`src/ssib_pkg.sv`:
```
// Package of constants and types for the switch-stepped interval blinker
// How it works
// Interval timer ticks each period, auto restarts
// Initial compare value gives 2 ms tick
// Timer pin output stays disabled always
// 250 ticks invert LED, counter restarts
// At tick 249 load pending reload value
// Presses step half-period 500 down to 31.25
// Switch interrupt on falling edge only
// Each press advances count and pending reload
// Idle until tick; counting happens on tick
// Everything runs on one peripheral clock
// Compare is count minus one, halving steps
// Period is compare plus one; change at wrap
package ssib_pkg;
   // ****************************************************************
   // Timing
   // ****************************************************************
   localparam int CLK_HZ        = 100_000_000;          // Clock rate
   localparam int CLK_PER_MS    = CLK_HZ / 1000;        // Cycles per millisecond
   localparam int TICK_MS       = 2;                    // Base tick interval in ms
   localparam int BASE_COUNT    = CLK_PER_MS * TICK_MS; // Base period count
   localparam int TICKS_PER_INV = 250;                  // Ticks per LED inversion
   localparam int RELOAD_TICK   = 249;                  // Tick at which reload applies
   localparam int NUM_STEPS     = 5;                    // Number of period steps
   localparam int CMP_W         = 20;                   // Compare value width
   // ****************************************************************
   // APB register map
   // ****************************************************************
   localparam logic [7:0] ADDR_STATUS  = 8'h00; // Sticky event flags, read clears
   localparam logic [7:0] ADDR_MASK    = 8'h04; // Interrupt mask, 1 enables
   localparam logic [7:0] ADDR_CTRL    = 8'h08; // Bit 0 starts the timer
   localparam logic [7:0] ADDR_STATE   = 8'h0c; // LED, press and tick counts
   localparam logic [7:0] ADDR_COMPARE = 8'h10; // Active compare value
   localparam logic [7:0] ADDR_PENDING = 8'h14; // Pending reload value
   localparam logic [1:0] MASK_RST     = 2'h0;  // Mask reset value
   localparam logic       CTRL_RST     = 1'b1;  // Timer runs after reset
   localparam int         EV_TICK      = 0;     // Status bit of tick event
   localparam int         EV_SWITCH    = 1;     // Status bit of switch event
   // Edge detector states, one bit changes per step except LOW back to HIGH
   typedef enum logic [1:0] {SSIB_HIGH = 2'b00, SSIB_FELL = 2'b01, SSIB_LOW = 2'b11}
      ssib_edge_t;
   // Compare value for a step: base count halved per step, minus one
   function automatic logic [CMP_W-1:0] ssib_step_cmp(input logic [2:0] step);
      int c;
      c = (BASE_COUNT >> step) - 1;
      return c[CMP_W-1:0];
   endfunction
endpackage

```
`src/ssib_interval_timer.sv`:
```
// Interval timer channel with compare reload at period end
`timescale 1ns/1ns
`default_nettype none
module ssib_interval_timer
   import ssib_pkg::*;
#(
   parameter int W = CMP_W
)(
   input  wire logic         mclk_in,
   input  wire logic         sys_rst_in,
   input  wire logic         run_in,
   input  wire logic [W-1:0] compare_in,
   output logic              tick_out
);
   // ****************************************************************
   // Down counter
   // ****************************************************************
   logic [W-1:0] cnt_q;   // Counts compare down to zero
   logic         armed_q; // Low until a first period is loaded after reset
   // Period is compare plus one; new compare is picked up only on wrap, while run is low, or in the first cycle after reset
   // The first cycle after reset only loads the compare: a zero count
   // there would otherwise raise a tick that ends no period
   always_ff @(posedge mclk_in)
   begin
      if (sys_rst_in)
      begin
         cnt_q    <= '0;
         tick_out <= 1'b0;
         armed_q  <= 1'b0;
      end
      else if (!run_in || !armed_q)
      begin
         cnt_q    <= compare_in;
         tick_out <= 1'b0;
         armed_q  <= 1'b1;
      end
      else if (cnt_q == '0)
      begin
         cnt_q    <= compare_in;
         tick_out <= 1'b1;
      end
      else
      begin
         cnt_q    <= cnt_q - 1'b1;
         tick_out <= 1'b0;
      end
   end
   tick_period_a: assert property (@(posedge mclk_in) disable iff (sys_rst_in)
      tick_out |=> !tick_out) else $error("tick lasted more than one cycle");
endmodule
`default_nettype wire

```
`src/ssib_blinker.sv`:
```
// Switch-stepped interval blinker top with APB registers
//
// Implementation choices: the APB register port and the address map.
`timescale 1ns/1ns
`default_nettype none
module ssib_blinker
   import ssib_pkg::*;
(
   input  wire logic        mclk_in,
   input  wire logic        sys_rst_in,
   input  wire logic        psel_in,
   input  wire logic        penable_in,
   input  wire logic        pwrite_in,
   input  wire logic [7:0]  paddr_in,
   input  wire logic [31:0] pwdata_in,
   output logic      [31:0] prdata_out,
   output logic             pready_out,
   output logic             pslverr_out,
   input  wire logic        switch_input_pin_in,
   output logic             led_output_pin_out,
   output logic             timer_pin_out,
   output logic             irq_out
);
   // The interval timer ticks once per compare plus one cycles. Ticks are
   // counted here: one tick before an LED inversion the pending value is
   // copied into the compare, and the next tick inverts the LED. A falling
   // switch edge steps the pending value through five halving periods.
   // Limitation: the switch is not debounced, every synchronised falling
   // edge counts as a press. Software sees events through sticky status
   // bits, a mask and one level interrupt line.
   // ****************************************************************
   // State
   // ****************************************************************
   logic [CMP_W-1:0] interval_compare_value_q; // Compare used by the timer
   logic [CMP_W-1:0] pending_reload_value_q;   // Value applied at tick 249
   logic [7:0]       tick_counter_q;           // Ticks since last inversion
   logic [7:0]       press_counter_q;          // Switch presses seen
   logic [2:0]       step_q;                   // Current period step
   logic [1:0]       status_q;                 // Sticky event flags
   logic [1:0]       mask_q;                   // Interrupt enables
   logic             run_q;                    // Timer run control
   logic             sw_s1_q;                  // Synchroniser first stage
   logic             sw_s2_q;                  // Synchroniser second stage
   ssib_edge_t       edge_q;                   // Falling edge detector state
   logic             interval_tick_irq;        // One-cycle tick event
   logic             switch_edge_irq;          // One-cycle press event
   logic             rd_status;                // Status read accepted
   logic             wr;                       // Write accepted
   logic [2:0]       step_d;                   // Step after a press
   logic [1:0]       rd_clr;                   // Status bits a finished read returned

   // ****************************************************************
   // Timer channel, single clock domain
   // ****************************************************************
   ssib_interval_timer #(.W(CMP_W)) u_timer (
      .mclk_in    (mclk_in),
      .sys_rst_in (sys_rst_in),
      .run_in     (run_q),
      .compare_in (interval_compare_value_q),
      .tick_out   (interval_tick_irq)
   );

   // ****************************************************************
   // Switch synchroniser and falling edge detector
   // ****************************************************************
   // Pin is asynchronous, so two flops before anything looks at it
   always_ff @(posedge mclk_in)
   begin
      if (sys_rst_in)
      begin
         sw_s1_q <= 1'b1;
         sw_s2_q <= 1'b1;
      end
      else
      begin
         sw_s1_q <= switch_input_pin_in;
         sw_s2_q <= sw_s1_q;
      end
   end
   // Only a high to low transition counts; rising edges are ignored
   always_ff @(posedge mclk_in)
   begin
      if (sys_rst_in)
         edge_q <= SSIB_HIGH;
      else
      begin
         case (edge_q)
            SSIB_HIGH: edge_q <= sw_s2_q ? SSIB_HIGH : SSIB_FELL;
            SSIB_FELL: edge_q <= sw_s2_q ? SSIB_HIGH : SSIB_LOW;
            SSIB_LOW:  edge_q <= sw_s2_q ? SSIB_HIGH : SSIB_LOW;
            default:   edge_q <= SSIB_HIGH;
         endcase
      end
   end
   assign switch_edge_irq = (edge_q == SSIB_FELL);

   // ****************************************************************
   // Press handling
   // ****************************************************************
   assign step_d = (step_q == 3'(NUM_STEPS - 1)) ? 3'h0 : step_q + 3'h1;
   // Press advances step and pending value; wraps after the fifth step
   always_ff @(posedge mclk_in)
   begin
      if (sys_rst_in)
      begin
         step_q                 <= 3'h0;
         press_counter_q        <= 8'h00;
         pending_reload_value_q <= ssib_step_cmp(3'h0);
      end
      else if (switch_edge_irq)
      begin
         step_q                 <= step_d;
         press_counter_q        <= press_counter_q + 8'h01;
         pending_reload_value_q <= ssib_step_cmp(step_d);
      end
   end

   // ****************************************************************
   // Tick counting, compare reload and LED
   // ****************************************************************
   // Nothing happens between ticks; all work is done on the tick event
   always_ff @(posedge mclk_in)
   begin
      if (sys_rst_in)
      begin
         tick_counter_q           <= 8'h00;
         led_output_pin_out       <= 1'b0;
         interval_compare_value_q <= ssib_step_cmp(3'h0);
      end
      else if (interval_tick_irq)
      begin
         if (tick_counter_q == 8'(TICKS_PER_INV - 1))
         begin
            tick_counter_q     <= 8'h00;
            led_output_pin_out <= !led_output_pin_out;
         end
         else
            tick_counter_q <= tick_counter_q + 8'h01;
         // Count becomes 249 on this tick: the timer picks the new period up at its next wrap
         if (tick_counter_q == 8'(RELOAD_TICK - 1))
            interval_compare_value_q <= pending_reload_value_q;
      end
   end
   // The timer's own output pin is never enabled
   always_ff @(posedge mclk_in)
   begin
      timer_pin_out <= 1'b0;
   end

   // ****************************************************************
   // APB slave, zero wait states
   // ****************************************************************
   assign wr        = psel_in && penable_in && pwrite_in;
   assign rd_status = psel_in && penable_in && !pwrite_in && paddr_in == ADDR_STATUS;
   // Writes to control and mask registers
   always_ff @(posedge mclk_in)
   begin
      if (sys_rst_in)
      begin
         mask_q <= MASK_RST;
         run_q  <= CTRL_RST;
      end
      else if (wr && paddr_in == ADDR_MASK)
         mask_q <= pwdata_in[1:0];
      else if (wr && paddr_in == ADDR_CTRL)
         run_q <= pwdata_in[0];
   end
   // Read data, registered; unmapped addresses read zero with error
   always_ff @(posedge mclk_in)
   begin
      if (sys_rst_in)
      begin
         prdata_out  <= 32'h0;
         pready_out  <= 1'b0;
         pslverr_out <= 1'b0;
      end
      else
      begin
         pready_out  <= psel_in && !penable_in;
         pslverr_out <= 1'b0;
         prdata_out  <= 32'h0;
         if (psel_in && !penable_in)
         begin
            case (paddr_in)
               ADDR_STATUS:  prdata_out <= {30'h0, status_q};
               ADDR_MASK:    prdata_out <= {30'h0, mask_q};
               ADDR_CTRL:    prdata_out <= {31'h0, run_q};
               ADDR_STATE:   prdata_out <= {7'h0, led_output_pin_out,
                                            press_counter_q, 5'h0, step_q, tick_counter_q};
               ADDR_COMPARE: prdata_out <= {12'h0, interval_compare_value_q};
               ADDR_PENDING: prdata_out <= {12'h0, pending_reload_value_q};
               default:      pslverr_out <= 1'b1;
            endcase
         end
      end
   end

   // ****************************************************************
   // Interrupt status, read clears, set wins
   // ****************************************************************
   // Only the bits that the finishing read returned are cleared, so an
   // event landing between the setup snapshot and the access edge stays
   // pending instead of being lost
   assign rd_clr = (rd_status && pready_out) ? prdata_out[1:0] : 2'h0;
   // Event and clear in one cycle: the event wins
   always_ff @(posedge mclk_in)
   begin
      if (sys_rst_in)
         status_q <= 2'h0;
      else
      begin
         status_q[EV_TICK]   <= interval_tick_irq ||
                                (status_q[EV_TICK] && !rd_clr[EV_TICK]);
         status_q[EV_SWITCH] <= switch_edge_irq ||
                                (status_q[EV_SWITCH] && !rd_clr[EV_SWITCH]);
      end
   end
   always_ff @(posedge mclk_in)
   begin
      if (sys_rst_in)
         irq_out <= 1'b0;
      else
         irq_out <= |(status_q & mask_q);
   end

   // ****************************************************************
   // Checks
   // ****************************************************************
   // LED flips and the tick count restarts on the 250th tick
   led_invert_a: assert property (@(posedge mclk_in) disable iff (sys_rst_in)
      interval_tick_irq && tick_counter_q == 8'd249 |=>
      led_output_pin_out != $past(led_output_pin_out) && tick_counter_q == 8'd0)
      else $error("LED not inverted on 250th tick");
   // Every other tick just counts up by one
   tick_count_a: assert property (@(posedge mclk_in) disable iff (sys_rst_in)
      interval_tick_irq && tick_counter_q != 8'd249 |=>
      tick_counter_q == $past(tick_counter_q) + 8'd1)
      else $error("tick counter did not advance");
   // Between ticks nothing moves
   led_hold_a: assert property (@(posedge mclk_in) disable iff (sys_rst_in)
      !interval_tick_irq |=> $stable(led_output_pin_out))
      else $error("LED changed without a tick");
   tick_hold_a: assert property (@(posedge mclk_in) disable iff (sys_rst_in)
      !interval_tick_irq |=> $stable(tick_counter_q))
      else $error("tick counter moved without a tick");
   // Pending value reaches the timer one tick before the inversion
   reload_apply_a: assert property (@(posedge mclk_in) disable iff (sys_rst_in)
      interval_tick_irq && tick_counter_q == 8'd248 |=>
      interval_compare_value_q == $past(pending_reload_value_q))
      else $error("compare not reloaded at tick 249");
   // A press bumps the count and loads the next step's compare
   press_step_a: assert property (@(posedge mclk_in) disable iff (sys_rst_in)
      switch_edge_irq |=> press_counter_q == $past(press_counter_q) + 8'd1
      && pending_reload_value_q == ssib_step_cmp(step_q))
      else $error("press did not advance");
   // After the shortest period the next press returns to the longest
   step_wrap_a: assert property (@(posedge mclk_in) disable iff (sys_rst_in)
      switch_edge_irq && step_q == 3'd4 |=> step_q == 3'd0
      && pending_reload_value_q == ssib_step_cmp(3'h0))
      else $error("step did not wrap");
   // A press event always follows a high then low synchronised level
   falling_only_a: assert property (@(posedge mclk_in) disable iff (sys_rst_in)
      switch_edge_irq |-> $past(sw_s2_q, 2) && !$past(sw_s2_q))
      else $error("edge event without falling edge");
   pin_off_a: assert property (@(posedge mclk_in) disable iff (sys_rst_in)
      ##1 !timer_pin_out) else $error("timer pin driven");
   tick_space_a: assert property (@(posedge mclk_in) disable iff (sys_rst_in)
      interval_tick_irq && run_q |=> !interval_tick_irq [*2])
      else $error("ticks too close");
   cmp_stable_a: assert property (@(posedge mclk_in) disable iff (sys_rst_in)
      !interval_tick_irq |=> $stable(interval_compare_value_q))
      else $error("compare changed mid period");
   // The switch status flag is set by its event, whatever the bus does
   status_set_a: assert property (@(posedge mclk_in) disable iff (sys_rst_in)
      switch_edge_irq |=> status_q[EV_SWITCH])
      else $error("press not flagged");
   // A finished status read clears exactly the bits that it returned
   status_clear_a: assert property (@(posedge mclk_in) disable iff (sys_rst_in)
      rd_status && pready_out && !interval_tick_irq && !switch_edge_irq |=>
      status_q == ($past(status_q) & ~$past(prdata_out[1:0])))
      else $error("status read did not clear");
   // Interrupt line follows the masked flags one cycle later
   irq_level_a: assert property (@(posedge mclk_in) disable iff (sys_rst_in)
      ##1 irq_out == $past(|(status_q & mask_q)))
      else $error("interrupt line wrong");
   // Ready stands for the access cycle only; error rides with ready
   ready_pulse_a: assert property (@(posedge mclk_in) disable iff (sys_rst_in)
      pready_out |=> !pready_out)
      else $error("ready stood two cycles");
   slverr_ready_a: assert property (@(posedge mclk_in) disable iff (sys_rst_in)
      pslverr_out |-> pready_out)
      else $error("error without ready");
   // A mask write lands at the access edge
   mask_write_a: assert property (@(posedge mclk_in) disable iff (sys_rst_in)
      wr && paddr_in == ADDR_MASK |=> mask_q == $past(pwdata_in[1:0]))
      else $error("mask write lost");
   cv_tick_c: cover property (@(posedge mclk_in) interval_tick_irq);
   cv_led_c: cover property (@(posedge mclk_in) $changed(led_output_pin_out));
   cv_press_c: cover property (@(posedge mclk_in) switch_edge_irq);
   cv_irq_c: cover property (@(posedge mclk_in) $rose(irq_out));
   cv_wrap_c: cover property (@(posedge mclk_in) switch_edge_irq && step_q == 3'd4);
endmodule
`default_nettype wire

```
`config.mk`:
```
export PLATFORM = sky130hd
export DESIGN_NAME = ssib_blinker
export DESIGN_NICKNAME = d
export VERILOG_FILES = /design/src/ssib_pkg.sv /design/src/ssib_interval_timer.sv /design/src/ssib_blinker.sv
export SDC_FILE = /design/constraint.sdc
export NUM_CORES = 1
export LEC_CHECK = 0
export ABC_AREA = 1
export BUFFER_PORTS_ARGS = -buffer_cell sky130_fd_sc_hd__buf_4
export CAP_MARGIN = 20
export CORE_ASPECT_RATIO = 1.1
export CORE_UTILIZATION = 62
export CTS_BUF_LIST = sky130_fd_sc_hd__clkbuf_8
export CTS_CLUSTER_SIZE = 8
export DETAILED_ROUTE_END_ITERATION = 16
export GPL_TIMING_DRIVEN = 0
export PLACE_DENSITY = 0.94
export SYNTH_ARGS = -nofsm -noshare
export SYNTH_HDL_FRONTEND = slang
export SYNTH_SLANG_ARGS = --single-unit
```
`constraint.sdc`:
```
create_clock -name mclk_in -period 2.8 [get_ports mclk_in]
set_input_delay 0.56 -clock mclk_in [delete_from_list [all_inputs] [get_ports mclk_in]]
set_output_delay 0.56 -clock mclk_in [all_outputs]
set_load 0.02 [all_outputs]
```
==> results by group <==
STA
  • Final hold violation count: 0
  • RSZ-0062 raised after global routing: no
  • Sum of negative setup slack: 0 ps
  • Worst slew pin tran: 683 ps
  • Slew headroom: 54.5%
  • Fmax achieved: 0.422 GHz
  • Final setup violation count: 0
  • Final Cycle Share: 84.6%
  • Clk_skew: 9.13 ps
  • Max Slew Vio Count: 0
  • Minimum clock period: 2370 ps

Critical path
  • Worst setup path end: pending_reload_value_q[5]
  • Crit. End Element: register
  • R2R Path End: pending_reload_value_q[5]
  • Buf/Inv on CP: 4
  • Reg2reg setup slack: 430 ps
  • Crit-path max FO: 6
  • Worst path cell trace: inv_1 > ha_1 > nand2_1 > inv_1 > nor2_1 > inv_1 > ha_1 > inv_1 > o21ai_0 > nand2_1 > nand3_1 > nand2_1
  • Slowest cell delay on critical path: 450 ps
  • Req. time, crit path: 3140 ps
  • Startpoint Class: register
  • Reg2reg start: step_q[0]
  • Path depth of the worst reg2reg path: 12
  • CP Class: register to register
  • Critical path depth: 12
  • Crit-path leading delay family: simple AND/OR/NAND/NOR gates
  • CP arrival: 2710 ps
  • Most frequent CP cell: inv_1
  • Worst setup path start: step_q[0]
  • CP max-delay cell: dfxtp_1

Placement
  • DP Cell Count: 965
  • Gpl congestion: 0.920
  • IO Port Bufs: 44
  • DPL Wire Length: 9.62 mm

Pwr
  • Peak supply drop: 0.369 mV
  • Lkg Pwr: 3.04 nW
  • Power per Cell Area: 554 nW/µm²

Flow run
  • Max Cap Viol: 0

Global routing
  • GRT Overall Usage: 31.4%
  • Grt total ovfl: 0
  • Largest net degree at the start of global routing: 17
  • First-pass GRT wire length: 23.0 mm
  • Antenna violations before repair: 0
  • Vias in the first global route: 5068

Route
  • Vias: 5451
  • Final Routed Wirelength: 14.1 mm
  • Via/cell ratio: 5.48
  • Router iterations before antenna repair: 8
  • Post-DRT Antenna Nets: 0
  • DR WL/cell: 14.2 µm
  • DR iter-0 viols: 487
  • DRC Markers: 0

Synthesis
  • Distinct cells, synth: 41
  • Ys Warns: 0
  • Async set-or-reset flop fraction in the synthesized netlist: 0%
  • Top FF cell, synth: dfxtp_1
  • Seq/Total Area, Yosys: 42.1%
  • Top cell type's share of synthesized area: 42.1%
  • Synthesized area: 5660 µm²
  • Yosys top cell by area: dfxtp_1
  • Top post-synthesis cells by area: dfxtp_1 42%, nand2_1 14%, nor2_1 7.4%
  • Count leader, synth: nand2_1
  • Synth Instances: 800
  • Seq cells post-synth: 119
  • Mapped Avg Cell Area: 7.08 µm²
  • Number of synthesized flops with an enable pin: 0
  • Top cells by count, synth: 212 x nand2_1, 119 x dfxtp_1, 112 x nor2_1

Clock network
  • Root Buffer: clkbuf_8
  • Skew-Pair Late Insertion Delay: 450 ps
  • Clock sinks: 119
  • # H-tree levels: 4
  • Post-CTS setup buffers: 0
  • Reg clk slew, reported paths: 70 ps
  • CTS tree: yes
  • CTS Hold Bufs: 0
  • Post-CTS Resized: 0
  • Clock buffer count from CTS: 17
  • CTS Buffer Depth: 2

Finish
  • Sequential cell area: 2380 µm²
  • Area of the multi-input gates: 2750 µm²
  • Fill count: 604
  • Layout Utilization: 73.8%
  • Share of layout cells above drive strength 1: 14.3%
  • Layout area overhead: 15.6%
  • Layout Nets: 933
  • # diodes: 0
  • Non-filler cells, final: 995

Outcome
  • Status: complete, no violations

Die
  • Die X: 93.1 µm
  • Die Y: 102 µm
  • Row cnt: 36
  • Die ar.: 9520 µm²
  • Total core area: 8870 µm²
  • Number of I/O pins: 83
  • Starting Density: 63.8%

Worst hold path
  • Hold Path Class: input port to register
[metrics by stage]
step | setup WS (ps) | power [mW] | hold slack [ps] | cell area [µm²]
6_report | 430 | 3.63 | 293 | 6550
5_1_grt | 291 | 3.74 | 299 | 6550
4_1_cts | 529 | 3.61 | 291 | 6550
3_5_place_dp | 597 | 2.11 | 421 | 6160
3_3_place_gp | 652 | 2.10 | 393 | 6160
2_1_floorplan | 900 | 2.02 | 389 | 5690
[cells by family after synthesis]
logic type               synth area share [%]
other                                  0.0662
flip-flops                               42.1
buffers and inverters                    9.79
adder cells (fa/ha/maj)                  3.76
AO/OA/AOI/OAI                            11.1
XOR/XNOR                                 1.24
AND/OR/NAND/NOR                          32.0
[report_power, final]
part	total, mW	switching [mW]	leakage (nW)	internal, mW
Clock	1.53	0.692	0.199	0.840
Combinational	0.331	0.218	1.88	0.113
Sequential	1.76	0.0329	0.968	1.73
Total	3.63	0.943	3.04	2.68
[layout by cell type (no fill, tap or decap), types with 14 or more instances in the layout]
| cell type | netlist | routed |
|---|---|---|
| nand2_1 | 212 | 212 |
| dfxtp_1 | 119 | 119 |
| nor2_1 | 112 | 112 |
| inv_1 | 86 | 88 |
| buf_4 | 9 | 53 |
| a21oi_1 | 50 | 50 |
| nand3_1 | 42 | 42 |
| o21ai_0 | 33 | 33 |
| clkbuf_8 | 0 | 20 |
| ha_1 | 17 | 17 |
| clkbuf_1 | 14 | 14 |
[metal layers]
| metal | wire (µm) | GRT usage (%) | vias to the layer above |
|---|---|---|---|
| li1 | - | - | 2652 |
| met1 | 5440 | 36.6 | 2456 |
| met2 | 6790 | 52.8 | 285 |
| met3 | 1300 | 9.00 | 58 |
| met4 | 555 | 16.1 | 0 |
| met5 | 0 | 0 | - |
[cell type report]
cell class                 count  share of cell area [%]
tap                          114                    2.18
sequential                   119                    36.4
inverter                      94                    5.39
buffer                        31                    3.08
multi-input combinational    563                    42.1
clock inverter                10                    1.62
timing repair buffer          44                    5.05
clock buffer                  20                    4.21
[how the worst min path moves through the flow]
stage                                   start       to  cells past startpoint
after floorplan                       sw_s1_q  sw_s2_q                      1
after global placement                sw_s1_q  sw_s2_q                      1
final                     switch_input_pin_in  sw_s1_q                      2
after CTS                 switch_input_pin_in  sw_s1_q                      2
after detailed placement              sw_s1_q  sw_s2_q                      1
after global routing      switch_input_pin_in  sw_s1_q                      2
[sequential cells by signal, summed over array words and instances, names as in the netlist, 2 cells and up]
| name | count |
|---|---|
| step_q | 3 |
| interval_compare_value_q | 20 |
| mask_q | 2 |
| prdata_out | 25 |
| tick_counter_q | 8 |
| status_q | 2 |
| edge_q | 2 |
| pending_reload_value_q | 20 |
| press_counter_q | 8 |
| u_timer.cnt_q | 20 |
[worst reg2reg max path, delay by kind of cell (launching register included)]
kind	cells	cell delay, ps
AO/OA/AOI/OAI	1	250
adder cells (fa/ha/maj)	2	540
buffers and inverters	4	410
flip-flops	1	450
AND/OR/NAND/NOR	5	620
Note: power is estimated with default switching activity, not from simulation.
